[config.mk]
export PLATFORM = sky130hd
export DESIGN_NAME = gil_top
export DESIGN_NICKNAME = d
export VERILOG_FILES = /design/src/verilog/gil_pkg.sv /design/src/verilog/gil_top.sv
export SDC_FILE = /design/constraint.sdc
export NUM_CORES = 1
export LEC_CHECK = 0
export BUFFER_PORTS_ARGS = -buffer_cell sky130_fd_sc_hd__buf_2
export CORE_MARGIN = 2
export CORE_UTILIZATION = 60
export CTS_BUF_LIST = sky130_fd_sc_hd__clkbuf_4
export DETAILED_ROUTE_END_ITERATION = 8
export PLACE_DENSITY = 0.8
export SLEW_MARGIN = 10
export SYNTH_ARGS = -nofsm -noshare
export SYNTH_HDL_FRONTEND = slang
export SYNTH_SLANG_ARGS = --single-unit
[constraint.sdc]
create_clock -name ref_clk -period 5.2 [get_ports ref_clk]
set_input_delay 0.78 -clock ref_clk [delete_from_list [all_inputs] [get_ports ref_clk]]
set_output_delay 0.78 -clock ref_clk [all_outputs]
set_load 0.02 [all_outputs]
[src/verilog/gil_pkg.sv]
// gil_pkg: register map, field positions, reset values, encodings and timing counts
// for the pin interrupt, level monitor, indicator drive and interrupt output block.
// assumes a single 200 MHz clock domain.
package gil_pkg;

    // port geometry
    localparam int PIN_COUNT = 4;
    localparam int LED_COUNT = 2;

    // register offsets
    localparam logic [7:0] ADDR_EDGE_TYPE = 8'h92;
    localparam logic [7:0] ADDR_PIN_IRQ_ENABLE = 8'h94;
    localparam logic [7:0] ADDR_RISE_FLAGS = 8'h95;
    localparam logic [7:0] ADDR_FALL_FLAGS = 8'h96;
    localparam logic [7:0] ADDR_PIN_LEVELS = 8'h97;
    localparam logic [7:0] ADDR_LED_BLINK_CONTROL = 8'h98;
    localparam logic [7:0] ADDR_IRQ_PIN_POLARITY = 8'h9c;
    localparam logic [7:0] ADDR_IRQ_GROUP_ENABLE = 8'h9d;
    localparam logic [7:0] ADDR_IRQ_GROUP_PENDING = 8'h9e;

    // writable bits of each control register
    localparam logic [7:0] EDGE_TYPE_WMASK = 8'hff;
    localparam logic [7:0] PIN_IRQ_ENABLE_WMASK = 8'h0f;
    localparam logic [7:0] LED_BLINK_WMASK = 8'h77;
    localparam logic [7:0] POLARITY_WMASK = 8'h01;
    localparam logic [7:0] GROUP_ENABLE_WMASK = 8'h13;

    // field positions
    localparam int LED1_SOURCE_BIT = 6;
    localparam int LED1_PATTERN_LSB = 4;
    localparam int LED0_SOURCE_BIT = 2;
    localparam int LED0_PATTERN_LSB = 0;
    localparam int POLARITY_BIT = 0;
    localparam int GRP_WATCHDOG_BIT = 5;
    localparam int GRP_PIN_BIT = 4;
    localparam int GRP_CONVERTER_BIT = 1;
    localparam int GRP_SYSTEM_BIT = 0;

    // reset values
    localparam logic [7:0] RST_EDGE_TYPE = 8'h00;
    localparam logic [7:0] RST_PIN_IRQ_ENABLE = 8'h00;
    localparam logic [7:0] RST_EVENT_FLAGS = 8'h00;
    localparam logic [7:0] RST_LED_BLINK = 8'h00;
    localparam logic [7:0] RST_POLARITY = 8'h00;
    localparam logic [7:0] RST_GROUP_ENABLE = 8'h00;
    localparam logic [7:0] RST_READ_DATA = 8'h00;

    // detection type per pin
    typedef enum logic [1:0] {
        DET_LEVEL = 2'b00,
        DET_RISE = 2'b01,
        DET_FALL = 2'b10,
        DET_BOTH = 2'b11
    } gil_det_e;

    // indicator pattern
    typedef enum logic [1:0] {
        LED_OFF = 2'b00,
        LED_SLOW = 2'b01,
        LED_FAST = 2'b10,
        LED_LIT = 2'b11
    } gil_led_e;

    // timing
    localparam longint CLK_HZ = 200_000_000;
    localparam int CLK_PERIOD_PS = 5000;
    localparam int LED_SLOW_HZ = 1;
    localparam int LED_FAST_HZ = 4;
    localparam int LED_ON_PCT = 25;
    localparam int LED_SLOW_PERIOD_CYC = int'(CLK_HZ / LED_SLOW_HZ);
    localparam int LED_FAST_PERIOD_CYC = int'(CLK_HZ / LED_FAST_HZ);
    localparam int DEBOUNCE_NS = 20;
    localparam int DEBOUNCE_CYC = (DEBOUNCE_NS * 1000 + CLK_PERIOD_PS - 1) / CLK_PERIOD_PS;

endpackage : gil_pkg

[src/verilog/gil_top.sv]
// gil_top: pin event capture, pin level monitor, two indicator drivers and the
// polarity-programmable interrupt output stage, behind a byte-wide register port.
// assumes the serial control bus front end issues one-cycle read and write strobes
// on ref_clk; converter, system and watchdog requests come from logic on ref_clk.
//
// Behaviour
// - rising edge of debounced pin sets rise flag in rising or both-edge mode.
// - writing zero clears a rise flag; writing one never sets it.
// - in level mode the active pin request is recorded in the rise flags.
// - clear is ignored while the pin's request signal is still high.
// - falling edge of debounced pin sets fall flag in falling or both-edge mode.
// - writing zero clears a fall flag; writing one has no effect.
// - flag registers hold pin n at bit n in bits 3..0, reset zero.
// - read-only level register shows debounced pin levels, one for high.
// - level bits 3..0 per pin, bits 7..4 read zero.
// - two indicators, 1 and 0, driven from power state or pattern, not pins; source bits 6 and 2, patterns 5-4, 1-0.
// - source bit zero: indicator off when powered off, lit when powered on.
// - source bit one: 00 off, 01 1Hz 25%, 10 4Hz 25%, 11 lit.
// - source bits load from factory settings on the first edge after reset release; patterns reset zero.
// - polarity bit 0 selects interrupt pin active level, resets low-active.
// - group enable bits 4 pin, 1 converter, 0 system gate the interrupt pin.
// - read-only pending monitor: bit 5 watchdog, 4 pin, 1 converter, 0 system.
// - per-pin interrupt enable, pin 0 at bit 0, resets disabled.
// - two-bit detection type per pin: 00 level, 01 rise, 10 fall, 11 both.

`timescale 1ns/1ps

module gil_top
    import gil_pkg::*;
#(
    parameter int DEB_CYCLES = DEBOUNCE_CYC,
    parameter int SLOW_PERIOD = LED_SLOW_PERIOD_CYC,
    parameter int FAST_PERIOD = LED_FAST_PERIOD_CYC
) (
    // clock and reset
    input wire logic ref_clk,
    input wire logic rst,
    // register port
    input wire logic reg_wr,
    input wire logic reg_rd,
    input wire logic [7:0] reg_addr,
    input wire logic [7:0] reg_wdata,
    output logic [7:0] reg_rdata,
    // pins and system state
    input wire logic [PIN_COUNT-1:0] gpio_in,
    input wire logic sys_power_on,
    input wire logic [LED_COUNT-1:0] otp_led_source,
    // other request groups
    input wire logic converter_irq,
    input wire logic system_irq,
    input wire logic watchdog_irq,
    // outputs
    output logic [LED_COUNT-1:0] led_on,
    output logic irq_out_pin
);

    localparam int DEB_W = $clog2(DEB_CYCLES + 1);
    localparam int SLOW_W = $clog2(SLOW_PERIOD);
    localparam int FAST_W = $clog2(FAST_PERIOD);
    localparam int SLOW_ON = SLOW_PERIOD / 100 * LED_ON_PCT;
    localparam int FAST_ON = FAST_PERIOD / 100 * LED_ON_PCT;

    function automatic logic is_rise_mode(input logic [1:0] det);
        is_rise_mode = (det == DET_RISE) || (det == DET_BOTH);
    endfunction : is_rise_mode

    function automatic logic is_fall_mode(input logic [1:0] det);
        is_fall_mode = (det == DET_FALL) || (det == DET_BOTH);
    endfunction : is_fall_mode

    function automatic logic led_pick(input logic src, input logic [1:0] pat, input logic pwr,
                                      input logic slow, input logic fast);
        if (!src) begin
            led_pick = pwr;
        end else begin
            unique case (pat)
                LED_OFF: led_pick = 1'b0;
                LED_SLOW: led_pick = slow;
                LED_FAST: led_pick = fast;
                LED_LIT: led_pick = 1'b1;
            endcase
        end
    endfunction : led_pick

    // per-pin synchroniser, debounce and edge detect
    logic [PIN_COUNT-1:0] pin_level;
    logic [PIN_COUNT-1:0] rise_evt;
    logic [PIN_COUNT-1:0] fall_evt;

    for (genvar i = 0; i < PIN_COUNT; i++) begin : g_pin
        logic s1_reg, s1_next, s2_reg, s2_next;
        logic deb_reg, deb_next, prev_reg, prev_next;
        logic [DEB_W-1:0] cnt_reg, cnt_next;

        always_comb begin
            s1_next = gpio_in[i];
            s2_next = s1_reg;
            prev_next = deb_reg;
            deb_next = deb_reg;
            cnt_next = '0;
            if (s2_reg != deb_reg) begin
                if (cnt_reg == DEB_W'(DEB_CYCLES - 1)) begin
                    deb_next = s2_reg;
                end else begin
                    cnt_next = cnt_reg + 1'b1;
                end
            end
        end

        always_ff @(posedge ref_clk or posedge rst) begin
            if (rst) begin
                s1_reg <= 1'b0;
                s2_reg <= 1'b0;
                deb_reg <= 1'b0;
                prev_reg <= 1'b0;
                cnt_reg <= '0;
            end else begin
                s1_reg <= s1_next;
                s2_reg <= s2_next;
                deb_reg <= deb_next;
                prev_reg <= prev_next;
                cnt_reg <= cnt_next;
            end
        end

        assign pin_level[i] = deb_reg;
        assign rise_evt[i] = deb_reg & ~prev_reg;
        assign fall_evt[i] = ~deb_reg & prev_reg;
    end

    // control registers, flags and read data
    logic [7:0] edge_type_reg, edge_type_next;
    logic [7:0] pin_irq_enable_reg, pin_irq_enable_next;
    logic [7:0] led_blink_control_reg, led_blink_control_next;
    logic [7:0] irq_pin_polarity_reg, irq_pin_polarity_next;
    logic [7:0] irq_group_enable_reg, irq_group_enable_next;
    logic [PIN_COUNT-1:0] rise_event_flags_reg, rise_event_flags_next;
    logic [PIN_COUNT-1:0] fall_event_flags_reg, fall_event_flags_next;
    logic otp_loaded_reg, otp_loaded_next;
    logic [7:0] rdata_reg, rdata_next;
    logic [PIN_COUNT-1:0] rise_set;
    logic [PIN_COUNT-1:0] fall_set;
    logic [PIN_COUNT-1:0] rise_clr;
    logic [PIN_COUNT-1:0] fall_clr;
    logic pin_group_pending;
    logic [7:0] irq_group_pending;

    assign pin_group_pending = |((rise_event_flags_reg | fall_event_flags_reg)
                                 & pin_irq_enable_reg[PIN_COUNT-1:0]);

    always_comb begin
        irq_group_pending = 8'h00;
        irq_group_pending[GRP_WATCHDOG_BIT] = watchdog_irq;
        irq_group_pending[GRP_PIN_BIT] = pin_group_pending;
        irq_group_pending[GRP_CONVERTER_BIT] = converter_irq;
        irq_group_pending[GRP_SYSTEM_BIT] = system_irq;
    end

    always_comb begin
        for (int i = 0; i < PIN_COUNT; i++) begin
            rise_set[i] = ((edge_type_reg[2*i +: 2] == DET_LEVEL) && pin_level[i])
                          || (is_rise_mode(edge_type_reg[2*i +: 2]) && rise_evt[i]);
            fall_set[i] = is_fall_mode(edge_type_reg[2*i +: 2]) && fall_evt[i];
        end
        rise_clr = (reg_wr && reg_addr == ADDR_RISE_FLAGS) ? ~reg_wdata[PIN_COUNT-1:0] : '0;
        fall_clr = (reg_wr && reg_addr == ADDR_FALL_FLAGS) ? ~reg_wdata[PIN_COUNT-1:0] : '0;
        // a set in the same cycle, or a still-high request, beats the clear
        rise_event_flags_next = (rise_event_flags_reg & ~rise_clr) | rise_set;
        fall_event_flags_next = (fall_event_flags_reg & ~fall_clr) | fall_set;
    end

    always_ff @(posedge ref_clk or posedge rst) begin
        if (rst) begin
            rise_event_flags_reg <= RST_EVENT_FLAGS[PIN_COUNT-1:0];
            fall_event_flags_reg <= RST_EVENT_FLAGS[PIN_COUNT-1:0];
        end else begin
            rise_event_flags_reg <= rise_event_flags_next;
            fall_event_flags_reg <= fall_event_flags_next;
        end
    end

    // control next values and factory source load
    always_comb begin
        edge_type_next = edge_type_reg;
        pin_irq_enable_next = pin_irq_enable_reg;
        led_blink_control_next = led_blink_control_reg;
        irq_pin_polarity_next = irq_pin_polarity_reg;
        irq_group_enable_next = irq_group_enable_reg;
        otp_loaded_next = 1'b1;
        if (reg_wr) begin
            unique case (reg_addr)
                ADDR_EDGE_TYPE: edge_type_next = reg_wdata & EDGE_TYPE_WMASK;
                ADDR_PIN_IRQ_ENABLE: pin_irq_enable_next = reg_wdata & PIN_IRQ_ENABLE_WMASK;
                ADDR_LED_BLINK_CONTROL: led_blink_control_next = reg_wdata & LED_BLINK_WMASK;
                ADDR_IRQ_PIN_POLARITY: irq_pin_polarity_next = reg_wdata & POLARITY_WMASK;
                ADDR_IRQ_GROUP_ENABLE: irq_group_enable_next = reg_wdata & GROUP_ENABLE_WMASK;
                default: ;
            endcase
        end
        // factory source bits land on the first edge after reset release
        if (!otp_loaded_reg) begin
            led_blink_control_next[LED1_SOURCE_BIT] = otp_led_source[1];
            led_blink_control_next[LED0_SOURCE_BIT] = otp_led_source[0];
        end
    end

    // control registers
    always_ff @(posedge ref_clk or posedge rst) begin
        if (rst) begin
            edge_type_reg <= RST_EDGE_TYPE;
            pin_irq_enable_reg <= RST_PIN_IRQ_ENABLE;
            led_blink_control_reg <= RST_LED_BLINK;
            irq_pin_polarity_reg <= RST_POLARITY;
            irq_group_enable_reg <= RST_GROUP_ENABLE;
            otp_loaded_reg <= 1'b0;
        end else begin
            edge_type_reg <= edge_type_next;
            pin_irq_enable_reg <= pin_irq_enable_next;
            led_blink_control_reg <= led_blink_control_next;
            irq_pin_polarity_reg <= irq_pin_polarity_next;
            irq_group_enable_reg <= irq_group_enable_next;
            otp_loaded_reg <= otp_loaded_next;
        end
    end

    // read data, held until the next read strobe
    always_comb begin
        rdata_next = rdata_reg;
        if (reg_rd) begin
            unique case (reg_addr)
                ADDR_EDGE_TYPE: rdata_next = edge_type_reg;
                ADDR_PIN_IRQ_ENABLE: rdata_next = pin_irq_enable_reg;
                ADDR_RISE_FLAGS: rdata_next = {4'h0, rise_event_flags_reg};
                ADDR_FALL_FLAGS: rdata_next = {4'h0, fall_event_flags_reg};
                ADDR_PIN_LEVELS: rdata_next = {4'h0, pin_level};
                ADDR_LED_BLINK_CONTROL: rdata_next = led_blink_control_reg;
                ADDR_IRQ_PIN_POLARITY: rdata_next = irq_pin_polarity_reg;
                ADDR_IRQ_GROUP_ENABLE: rdata_next = irq_group_enable_reg;
                ADDR_IRQ_GROUP_PENDING: rdata_next = irq_group_pending;
                default: rdata_next = 8'h00;
            endcase
        end
    end

    always_ff @(posedge ref_clk or posedge rst) begin
        if (rst) begin
            rdata_reg <= RST_READ_DATA;
        end else begin
            rdata_reg <= rdata_next;
        end
    end

    assign reg_rdata = rdata_reg;

    // blink timebases, indicator drive and interrupt pin
    logic [SLOW_W-1:0] slow_cnt_reg, slow_cnt_next;
    logic [FAST_W-1:0] fast_cnt_reg, fast_cnt_next;
    logic [LED_COUNT-1:0] led_reg, led_next;
    logic irq_out_reg, irq_out_next;
    logic slow_phase;
    logic fast_phase;
    logic irq_active;

    assign slow_phase = slow_cnt_reg < SLOW_W'(SLOW_ON);
    assign fast_phase = fast_cnt_reg < FAST_W'(FAST_ON);
    assign irq_active = |(irq_group_pending & irq_group_enable_reg);

    always_comb begin
        slow_cnt_next = (slow_cnt_reg == SLOW_W'(SLOW_PERIOD - 1)) ? '0 : slow_cnt_reg + 1'b1;
        fast_cnt_next = (fast_cnt_reg == FAST_W'(FAST_PERIOD - 1)) ? '0 : fast_cnt_reg + 1'b1;
        led_next[1] = led_pick(led_blink_control_reg[LED1_SOURCE_BIT],
                               led_blink_control_reg[LED1_PATTERN_LSB +: 2],
                               sys_power_on, slow_phase, fast_phase);
        led_next[0] = led_pick(led_blink_control_reg[LED0_SOURCE_BIT],
                               led_blink_control_reg[LED0_PATTERN_LSB +: 2],
                               sys_power_on, slow_phase, fast_phase);
    end

    // interrupt pin, idle at the inverse of the programmed active level
    always_comb begin
        irq_out_next = irq_pin_polarity_reg[POLARITY_BIT] ? irq_active : ~irq_active;
    end

    always_ff @(posedge ref_clk or posedge rst) begin
        if (rst) begin
            slow_cnt_reg <= '0;
            fast_cnt_reg <= '0;
            led_reg <= '0;
        end else begin
            slow_cnt_reg <= slow_cnt_next;
            fast_cnt_reg <= fast_cnt_next;
            led_reg <= led_next;
        end
    end

    always_ff @(posedge ref_clk or posedge rst) begin
        if (rst) begin
            irq_out_reg <= ~RST_POLARITY[POLARITY_BIT];
        end else begin
            irq_out_reg <= irq_out_next;
        end
    end

    assign led_on = led_reg;
    assign irq_out_pin = irq_out_reg;

endmodule : gil_top
==> results.py, run 1 <==
metrics = {
    "worst_setup_path": {
        "reg2reg_depth": 6,
        "start_kind": "flop",
        "cpMaxStageDelayCell": "and4_1",
        "worstPathMaxFanout": 16,
        "end_kind": "flop",
        "r2r_slack_ns": 2.86,
        "path_cells": "ha_1, nand2_1, nor3_1, and4_1, o21ai_0, a21o_1",
        "worstPathRequired_ns": 5.60,
        "path_class": "flop to flop",
        "worst_path_largest_cell_delay_ns": 0.66,
        "arrival_ns": 2.74,
    },
    "clocking": {
        "clkTransAtPathRegs_ns": 0.12,
        "clock-sinks": 124,
        "cts_hold_buf": 0,
        "cts_root_buffer": "clkbuf_4",
        "cts_tree": "yes",
        "insertion_delay_ns": 0.50,
        "cts_setup_buffers": 0,
        "cts_max_level": 4,
        "cts_resized": 0,
        "clockBufferDepth": 2,
        "cts_made_buffers": 17,
    },
    "logic_synthesis": {
        "ys.flop_type": "dfrtp_1",
        "yosysWarningCount": 0,
        "syn_avg_cell_area_um2": 10.88,
        "synth_xor_area_frac": 0.07925,
        "muxShareOfSynthArea": 0.06706,
        "syn_nets": 564,
        "synth-simple-area-share": 0.2097,
        "syn-cell-area_um2": 5747,
        "synthDistinctLibCells": 58,
        "netlist.area_leader.share": 0.5356,
        "synthAdderAreaFrac": 0.01306,
        "synth_top_family_by_area": "simple AND/OR/NAND/NOR gates",
        "synthCells": 528,
        "yosys.area.top_type": "dfrtp_1",
        "async_reset_ff_frac": 1.000,
        "synth_seq_cells": 124,
        "synth_compound_area_frac": 0.07359,
        "synth_edf_count": 0,
        "synth.area.top_cells": "dfrtp_1 54%, mux2_2 4.7%, xor2_1 4.3%",
        "ys_seq_area_frac": 0.5402,
    },
    "detailed_routing": {
        "num_vias": 4157,
        "drc": 0,
        "via_per_inst": 5.790,
        "ant_nets": 0,
        "dr.pass1.iters": 5,
        "wl_per_cell_um": 15.96,
        "routed_wl_mm": 11.46,
        "drt_iter0_drc": 220,
    },
    "timing": {
        "setup_viol": 0,
        "setup_tns_ns": 0,
        "fmax_ghz": 0.4269,
        "post-route-period-util": 0.4505,
        "slew_headroom": 0.3202,
        "hold_viol_final": 0,
        "min_period_ns": 2.342,
        "tightest_slew_ns": 1.020,
        "rsz0062_at_grt": "false",
        "report.final.slew_viol_count": 0,
        "clock_skew_ns": 0.02640,
    },
    "global_route": {
        "grt_pass1_vias": 4114,
        "grt_use_total": 0.2433,
        "grt_max_degree": 86,
        "grt_pass1_wl_mm": 19.55,
        "antenna_found_initial": 0,
        "grt_overflow": 0,
    },
    "floorplanning": {
        "core_area_um2": 9284,
        "dieArea_um2": 10380,
        "core.rowCount": 35,
        "num_io_pins": 41,
        "die_h_um": 101.9,
        "initial_core_util": 0.6190,
        "die_w_um": 101.9,
    },
    "cells_and_area": {
        "final_core_util": 0.6867,
        "drive_gt1_frac": 0.1851,
        "nets": 612,
        "largest_register_ffs": 28,
        "antenna_cells": 0,
        "area_delta_synth_final_pct": 10.93,
    },
    "placement": {
        "placement.io_buffers": 40,
        "place_congestion": 0.9331,
        "hpwlAfterDp_mm": 8.142,
    },
    "run": {
        "maxCapViolCount": 0,
    },
    "hold_path": {
        "worstHoldPathType": "flop to flop",
        "hold_depth": 0,
    },
    "power": {
        "irDropWorstVdd_v": 0.0001955,
        "p_total_uw": 2027,
        "power-per-cell-area_nw_per_um2": 318.0,
        "p_leak_uw": 0.002826,
    },
    "run_status": {
        "status": "finished clean",
    },
}
-- path summary, 6_finish.rpt --
kind / from / endpoint
min in group asynchronous: rst / g_pin[2].cnt_reg[0]
worst min-delay path: g_pin[0].s1_reg / g_pin[0].s2_reg
worst min register to register: g_pin[0].s1_reg / g_pin[0].s2_reg
worst max register to register: slow_cnt_reg[0] / slow_cnt_reg[17]
max in group asynchronous: rst / otp_loaded_reg
worst max-delay path: slow_cnt_reg[0] / slow_cnt_reg[17]
-- cells in the final DEF, fill, tap and decap left out, types with 18 or more instances in the layout --
master / instances
mux2_2: 24
nand4_1: 18
o21ai_0: 21
nand3_1: 28
clkbuf_4: 18
xnor2_1: 24
buf_2: 40
xor2_1: 28
nand2_1: 47
nor2_1: 53
dfrtp_1: 123
-- per-layer routing --
metal  vias up  wire length (µm)  global-route usage  share of wire
li1       1976                 -                   -              -
met1      2051              5146              0.3242           0.45
met2       110              5650              0.4013           0.49
met3        20               467             0.05062          0.041
met4         0               195             0.08513          0.017
met5         -                 0                   0              0
-- where the power goes --
| part | internal [µW] | switching [µW] |
|---|---|---|
| clock network | 349 | 382 |
| registers | 1040 | 64.1 |
| logic | 95.5 | 98.2 |
-- layout make-up --
type | instances | area, µm²
clock buffer | 18 | 135.1
clock inverter | 14 | 182.7
fill | 724 | 2909
inverter | 9 | 36.28
multi-input combinational | 383 | 2547
sequential | 124 | 3104
tap | 129 | 161.4
timing repair buffer | 41 | 207.7
-- through the flow --
step | std cells | hold WS [ns] | area, µm² | setup WS, ns
after detailed placement | 686 | 0.3362 | 6057 | 2.640
after global placement | 686 | 0.3354 | 6057 | 2.698
after global routing | 718 | 0.3289 | 6375 | 2.682
after CTS | 718 | 0.3474 | 6375 | 2.871
after floorplan | 528 | 0.3312 | 5747 | 1.122
final | 718 | 0.3532 | 6375 | 2.858
-- synth_stat cells, drive strengths merged (9+ instances only) --
master,number
nand3,28
dfrtp,123
nor2b,16
xor2,28
nand4,18
nor2,53
o21ai,22
xnor2,24
inv,9
nand2,47
mux2,24
nor3,16
-- worst max-delay path: cells and delay by family, from the launching register on --
kind,cells,cell delay [ns]
and+or+nand+nor,3,1.21
AOI/OAI and AO/OA,2,0.43
DFF,1,0.40
adders and majority gates,1,0.21
-- logic make-up after synthesis --
| family | Yosys count |
|---|---|
| buffers and inverters | 21 |
| adder cells (fa/ha/maj) | 6 |
| other | 1 |
| flip-flops | 124 |
| AO/OA/AOI/OAI | 64 |
| multiplexers | 33 |
| AND/OR/NAND/NOR | 227 |
| XOR/XNOR | 52 |
Power figures use the tool's default switching activity.
==> run 2, diff against run 1 <==
- ABC_AREA: not set -> 1
- CORE_UTILIZATION: 60 -> 57
- clock period: 5.2 -> 2 ns (I/O delays scaled with it)
==> results.py, run 2 <==
metrics = {
    "run_status": {
        "status": "finished clean",
    },
    "power": {
        "intPower_uw": 3584,
        "p_sw_frac": 0.2851,
        "clockPowerShare": 0.321,
        "seqPwrFrac": 0.574,
        "switchingPower_uw": 1429,
        "p_comb_frac": 0.105,
        "irDropWorstVdd_v": 0.0008266,
        "p_leak_uw": 0.003511,
        "power-per-cell-area_nw_per_um2": 695.2,
    },
    "logic_synthesis": {
        "syn-cell-area_um2": 6397,
        "synth_seq_cells": 124,
        "synthDistinctLibCells": 40,
        "ys.flop_type": "dfrtp_1",
        "netlist.area_leader.share": 0.4811,
        "async_reset_ff_frac": 1.000,
        "syn_avg_cell_area_um2": 8.037,
        "synthCells": 796,
        "yosys.area.top_type": "dfrtp_1",
        "synth_edf_count": 0,
        "ys_seq_area_frac": 0.4852,
        "synth_common_cells": "187 x nand2_1, 123 x dfrtp_1, 116 x nor2_1, 105 x inv_1, 56 x nand3_1",
        "syn_nets": 832,
        "yosysMostFrequentCell": "nand2_1",
        "yosysWarningCount": 0,
        "synth.area.top_cells": "dfrtp_1 48%, nand2_1 11%, nor2_1 6.8%",
    },
    "timing": {
        "fin_ws_ns": 0.3561,
        "whs_ns": 0.05575,
        "report.final.slew_viol_count": 0,
        "rsz0062_at_grt": "false",
        "post-route-period-util": 0.8220,
        "fmax_ghz": 0.6083,
        "min_period_ns": 1.644,
        "hold_viol_final": 0,
        "setup_tns_ns": 0,
        "setup_viol": 0,
        "clock_skew_ns": 0.01970,
    },
    "cells_and_area": {
        "stdcell_area_um2": 7211,
        "drive_gt1_frac": 0.1485,
        "largest_register_ffs": 28,
        "final_core_util": 0.6623,
        "area_delta_synth_final_pct": 12.71,
        "final_cell_mix": "187 x nand2_1, 123 x dfrtp_1, 116 x nor2_1",
        "nets": 905,
        "final_common_cell": "nand2_1",
        "fillers": 933,
        "antenna_cells": 0,
    },
    "floorplanning": {
        "die_w_um": 109.9,
        "dieArea_um2": 12090,
        "core_area_um2": 10890,
        "initial_core_util": 0.5876,
        "die_h_um": 109.9,
        "core.rowCount": 38,
        "num_io_pins": 41,
    },
    "detailed_routing": {
        "via_per_inst": 5.268,
        "num_vias": 5384,
        "dr.pass1.iters": 7,
        "drc": 0,
        "routed_wl_mm": 14.07,
        "drt_iter0_drc": 427,
        "ant_nets": 0,
        "wl_per_cell_um": 13.77,
    },
    "worst_setup_path": {
        "worstPathRequired_ns": 2.41,
        "worstPathMaxFanout": 17,
        "end_kind": "flop",
        "worst_path_largest_cell_delay_ns": 0.39,
        "path_cells": "ha_1, nand2_2, nor2_4, nand4_2, inv_2, nand2_1, nor2_4, nor2_1",
        "arrival_ns": 2.06,
        "start_kind": "flop",
        "cpMaxStageDelayCell": "dfrtp_1",
        "path_class": "flop to flop",
        "crit_top_cell": "nor2_4",
    },
    "global_route": {
        "use_met3": 0.06343,
        "grt_use_total": 0.2582,
        "global_route.usage.met1": 0.3388,
        "grt_pass1_vias": 5333,
        "grt_overflow": 0,
        "grt_util_met2": 0.4089,
        "antenna_found_initial": 0,
        "grt_max_degree": 34,
        "grt_busiest_layer": "met2",
        "grt_pass1_wl_mm": 23.94,
    },
    "clocking": {
        "clock-sinks": 124,
        "insertion_delay_ns": 0.54,
        "clkTransAtPathRegs_ns": 0.11,
        "cts_tree": "yes",
        "cts_resized": 0,
        "cts_hold_buf": 13,
        "cts_setup_buffers": 0,
        "cts_made_buffers": 17,
        "cts_root_buffer": "clkbuf_4",
        "clockBufferDepth": 2,
        "cts_max_level": 4,
    },
    "placement": {
        "dp_slack_ns": 0.3531,
        "place_congestion": 0.9276,
        "hpwlAfterDp_mm": 10.55,
        "place_area_um2": 6819,
        "placement.io_buffers": 40,
    },
    "run": {
        "maxCapViolCount": 0,
    },
    "hold_path": {
        "worstHoldPathType": "input pin to flop",
    },
}
[run 2: cell count changes after synthesis, sizes merged, moves of 7 or more]
cell,delta
mux2,-20
nand2,+149
o21ai,+16
a22oi,-7
inv,+104
xnor2,-10
nor2b,-16
nor2,+78
clkbuf,-7
nor3,+15
and3,-8
mux2i,-7
nand3,+30
[run 2: stage by stage]
step / total power, µW / std cells
2_1_floorplan: 3227 / 796
3_5_place_dp: 3436 / 977
3_3_place_gp: 3377 / 977
5_1_grt: 5301 / 1022
4_1_cts: 5079 / 1022
6_report: 5013 / 1022
[run 2: cells by family after synthesis]
group	synth area share
XOR/XNOR	0.05613
buffers and inverters	0.07432
adder cells (fa/ha/maj)	0.01173
AO/OA/AOI/OAI	0.05066
other	0.0005862
multiplexers	0.007040
AND/OR/NAND/NOR	0.3143
flip-flops	0.4852
[run 2: power groups by stage]
stage                     Combinational (µW)  Clock [µW]  Sequential, µW
after floorplan                          359           0            2870
after global placement                   479           0            2900
after detailed placement                 513           0            2920
after CTS                                535        1670            2870
after global routing                     603        1800            2900
final                                    526        1610            2880
[run 2: cell type report]
class	count	area, µm²	share of cell area
flip-flops and latches	124	3104	0.4305
clock inverters	13	118.9	0.01648
well taps	140	175.2	0.02429
inverters	114	431.7	0.05986
repair buffers	60	420.4	0.05830
multi-input cells	552	2818	0.3908
clock buffers	19	142.6	0.01978
[run 2: critical path, delay by kind of cell, from the launching register on]
kind / cells / cell delay [ns]
and+or+nand+nor: 6 / 0.86
adders and majority gates: 1 / 0.21
DFF: 1 / 0.39
buffers and inverters: 1 / 0.08
[run 2: path summary, 6_finish.rpt]
check	start	endpoint	slack [ns]	cells after the start
worst max register to register	slow_cnt_reg[0]	slow_cnt_reg[27]	0.36	8
worst min-delay path	otp_led_source[0]	led_blink_control_reg[2]	0.06	3
min in group asynchronous	rst	fast_cnt_reg[8]	0.32	3
worst max-delay path	slow_cnt_reg[0]	slow_cnt_reg[27]	0.36	8
max in group asynchronous	rst	slow_cnt_reg[15]	1.05	4
worst min register to register	g_pin[3].s1_reg	g_pin[3].s2_reg	0.36	0
[run 2: layer usage]
layer,vias up,share of wire
met2,172,0.47
li1,2663,-
met5,-,0
met1,2518,0.45
met4,0,0.023
met3,31,0.059
==> run 3, diff against run 2 <==
- ABC_AREA: 1 -> 0
- CORE_UTILIZATION: 57 -> 56
- PLACE_DENSITY: 0.8 -> 0.79
- clock period: 2 -> 1.3 ns (I/O delays scaled with it)
==> results.py, run 3 (same netlist as run 1, synthesis figures left out) <==
metrics = {
    "run_status": {
        "status": "complete, but fails checks",
        "violations": "setup timing",
    },
    "worst_setup_path": {
        "r2r_slack_ns": -0.58,
        "path_class": "flop to flop",
        "worstPathRequired_ns": 1.75,
        "arrival_ns": 2.33,
        "worstPathMaxFanout": 6,
        "start_kind": "flop",
        "end_kind": "flop",
    },
    "cells_and_area": {
        "drive_gt1_frac": 0.4408,
        "final_cell_mix": "125 x buf_4, 122 x dfrtp_1, 39 x nor2_1",
        "final_common_cell": "buf_4",
        "nets": 785,
        "final_core_util": 0.8559,
        "area_delta_synth_final_pct": 46.92,
        "largest_register_ffs": 28,
        "fin_cells": 894,
    },
    "floorplanning": {
        "initial_core_util": 0.5826,
        "num_io_pins": 41,
        "die_w_um": 105.3,
        "core.rowCount": 36,
        "core_area_um2": 9864,
        "dieArea_um2": 11090,
        "die_h_um": 105.3,
    },
    "timing": {
        "rsz0062_at_grt": "true",
        "whs_ns": 0.1702,
        "post-route-period-util": 1.447,
        "min_period_ns": 1.882,
        "setup_viol": 57,
        "clock_skew_ns": 0.01773,
        "fmax_ghz": 0.5314,
        "hold_viol_final": 0,
        "report.final.slew_viol_count": 0,
        "fin_ws_ns": -0.5817,
    },
    "global_route": {
        "grt_overflow": 0,
        "global_route.usage.met1": 0.3405,
        "grt_use_total": 0.2934,
        "grt_max_degree": 85,
        "grt_busiest_layer": "met2",
        "grt_pass1_vias": 5389,
        "grt_util_met2": 0.5129,
        "use_met3": 0.06865,
        "grt_pass1_wl_mm": 25.45,
        "antenna_found_initial": 1,
    },
    "power": {
        "p_total_uw": 8410,
        "p_leak_uw": 0.003949,
        "power-per-cell-area_nw_per_um2": 996.0,
        "irDropWorstVdd_v": 0.001094,
    },
    "clocking": {
        "insertion_delay_ns": 0.56,
        "cts_made_buffers": 17,
        "cts_tree": "yes",
        "clkTransAtPathRegs_ns": 0.10,
        "cts_root_buffer": "clkbuf_4",
        "clockBufferDepth": 2,
        "cts_max_level": 4,
        "clock-sinks": 124,
    },
    "hold_path": {
        "worstHoldPathType": "input pin to flop",
    },
    "placement": {
        "placement.io_buffers": 40,
        "dp_slack_ns": -0.5682,
        "hpwlAfterDp_mm": 10.19,
        "place_inst": 811,
        "place_congestion": 0.9052,
    },
    "detailed_routing": {
        "drc": 0,
        "num_vias": 5136,
        "ant_nets": 0,
        "drt_iter0_drc": 328,
        "routed_wl_mm": 16.70,
        "via_per_inst": 5.745,
        "dr.pass1.iters": 6,
        "wl_per_cell_um": 18.68,
    },
    "run": {
        "maxCapViolCount": 0,
    },
}
==> run 3: layout make-up <==
| class | count | area [µm²] |
|---|---|---|
| clock inverters | 10 | 148.9 |
| multi-input cells | 383 | 3059 |
| clock buffers | 20 | 150.1 |
| fillers | 450 | 1421 |
| flip-flops and latches | 124 | 3105 |
| diodes | 1 | 2.502 |
| repair buffers | 214 | 1773 |
| inverters | 9 | 37.54 |
| well taps | 133 | 166.4 |
==> run 3: critical path, cell delays in order (launching register included) <==
cell	delay (ns)
dfrtp_1	0.40
or4_4	0.53
or4_4	0.44
nor3_4	0.17
buf_4	0.18
nor2_1	0.05
==> run 3: final timing paths <==
kind                             startpoint  depth (start not counted)                       to
max in group asynchronous               rst                          4              irq_out_pin
hold reg to reg             g_pin[3].s1_reg                          0          g_pin[3].s2_reg
min in group asynchronous               rst                          4         slow_cnt_reg[14]
setup reg to reg           fast_cnt_reg[18]                          5         fast_cnt_reg[21]
setup / recovery           fast_cnt_reg[18]                          5         fast_cnt_reg[21]
hold / removal                       reg_wr                          4  irq_pin_polarity_reg[0]
==> run 3: per-stage QoR <==
stage | instance area, µm² | setup TNS [ns]
3_5_place_dp | 7179 | -22.08
6_report | 8443 | -18.19
3_3_place_gp | 7179 | -20.35
2_1_floorplan | 5961 | -66.26
4_1_cts | 8098 | -15.04
5_1_grt | 8443 | -21.95
==> run 3: power breakdown <==
part	leakage (µW)	switching, µW	total (µW)	internal (µW)
registers	0.00159	207	4360	4150
clock network	0.000170	1390	2930	1550
logic	0.00219	546	1120	570
total	0.00395	2140	8410	6270
==> run 3: timing repair <==
action | CTS | global route
hold endpoints to repair | 163 | 0
gates resized for setup | 73 | 54
buffers inserted | 19 | 19
hold buffers | 20 | 0
pin swaps | 42 | 41
setup endpoints to repair | 63 | 69
==> run 3: routing by layer <==
metal  routed length [µm]  share of wire
met2                 8781           0.53
met3                  791          0.047
met1                 6545           0.39
met4                  580          0.035
met5                    0              0
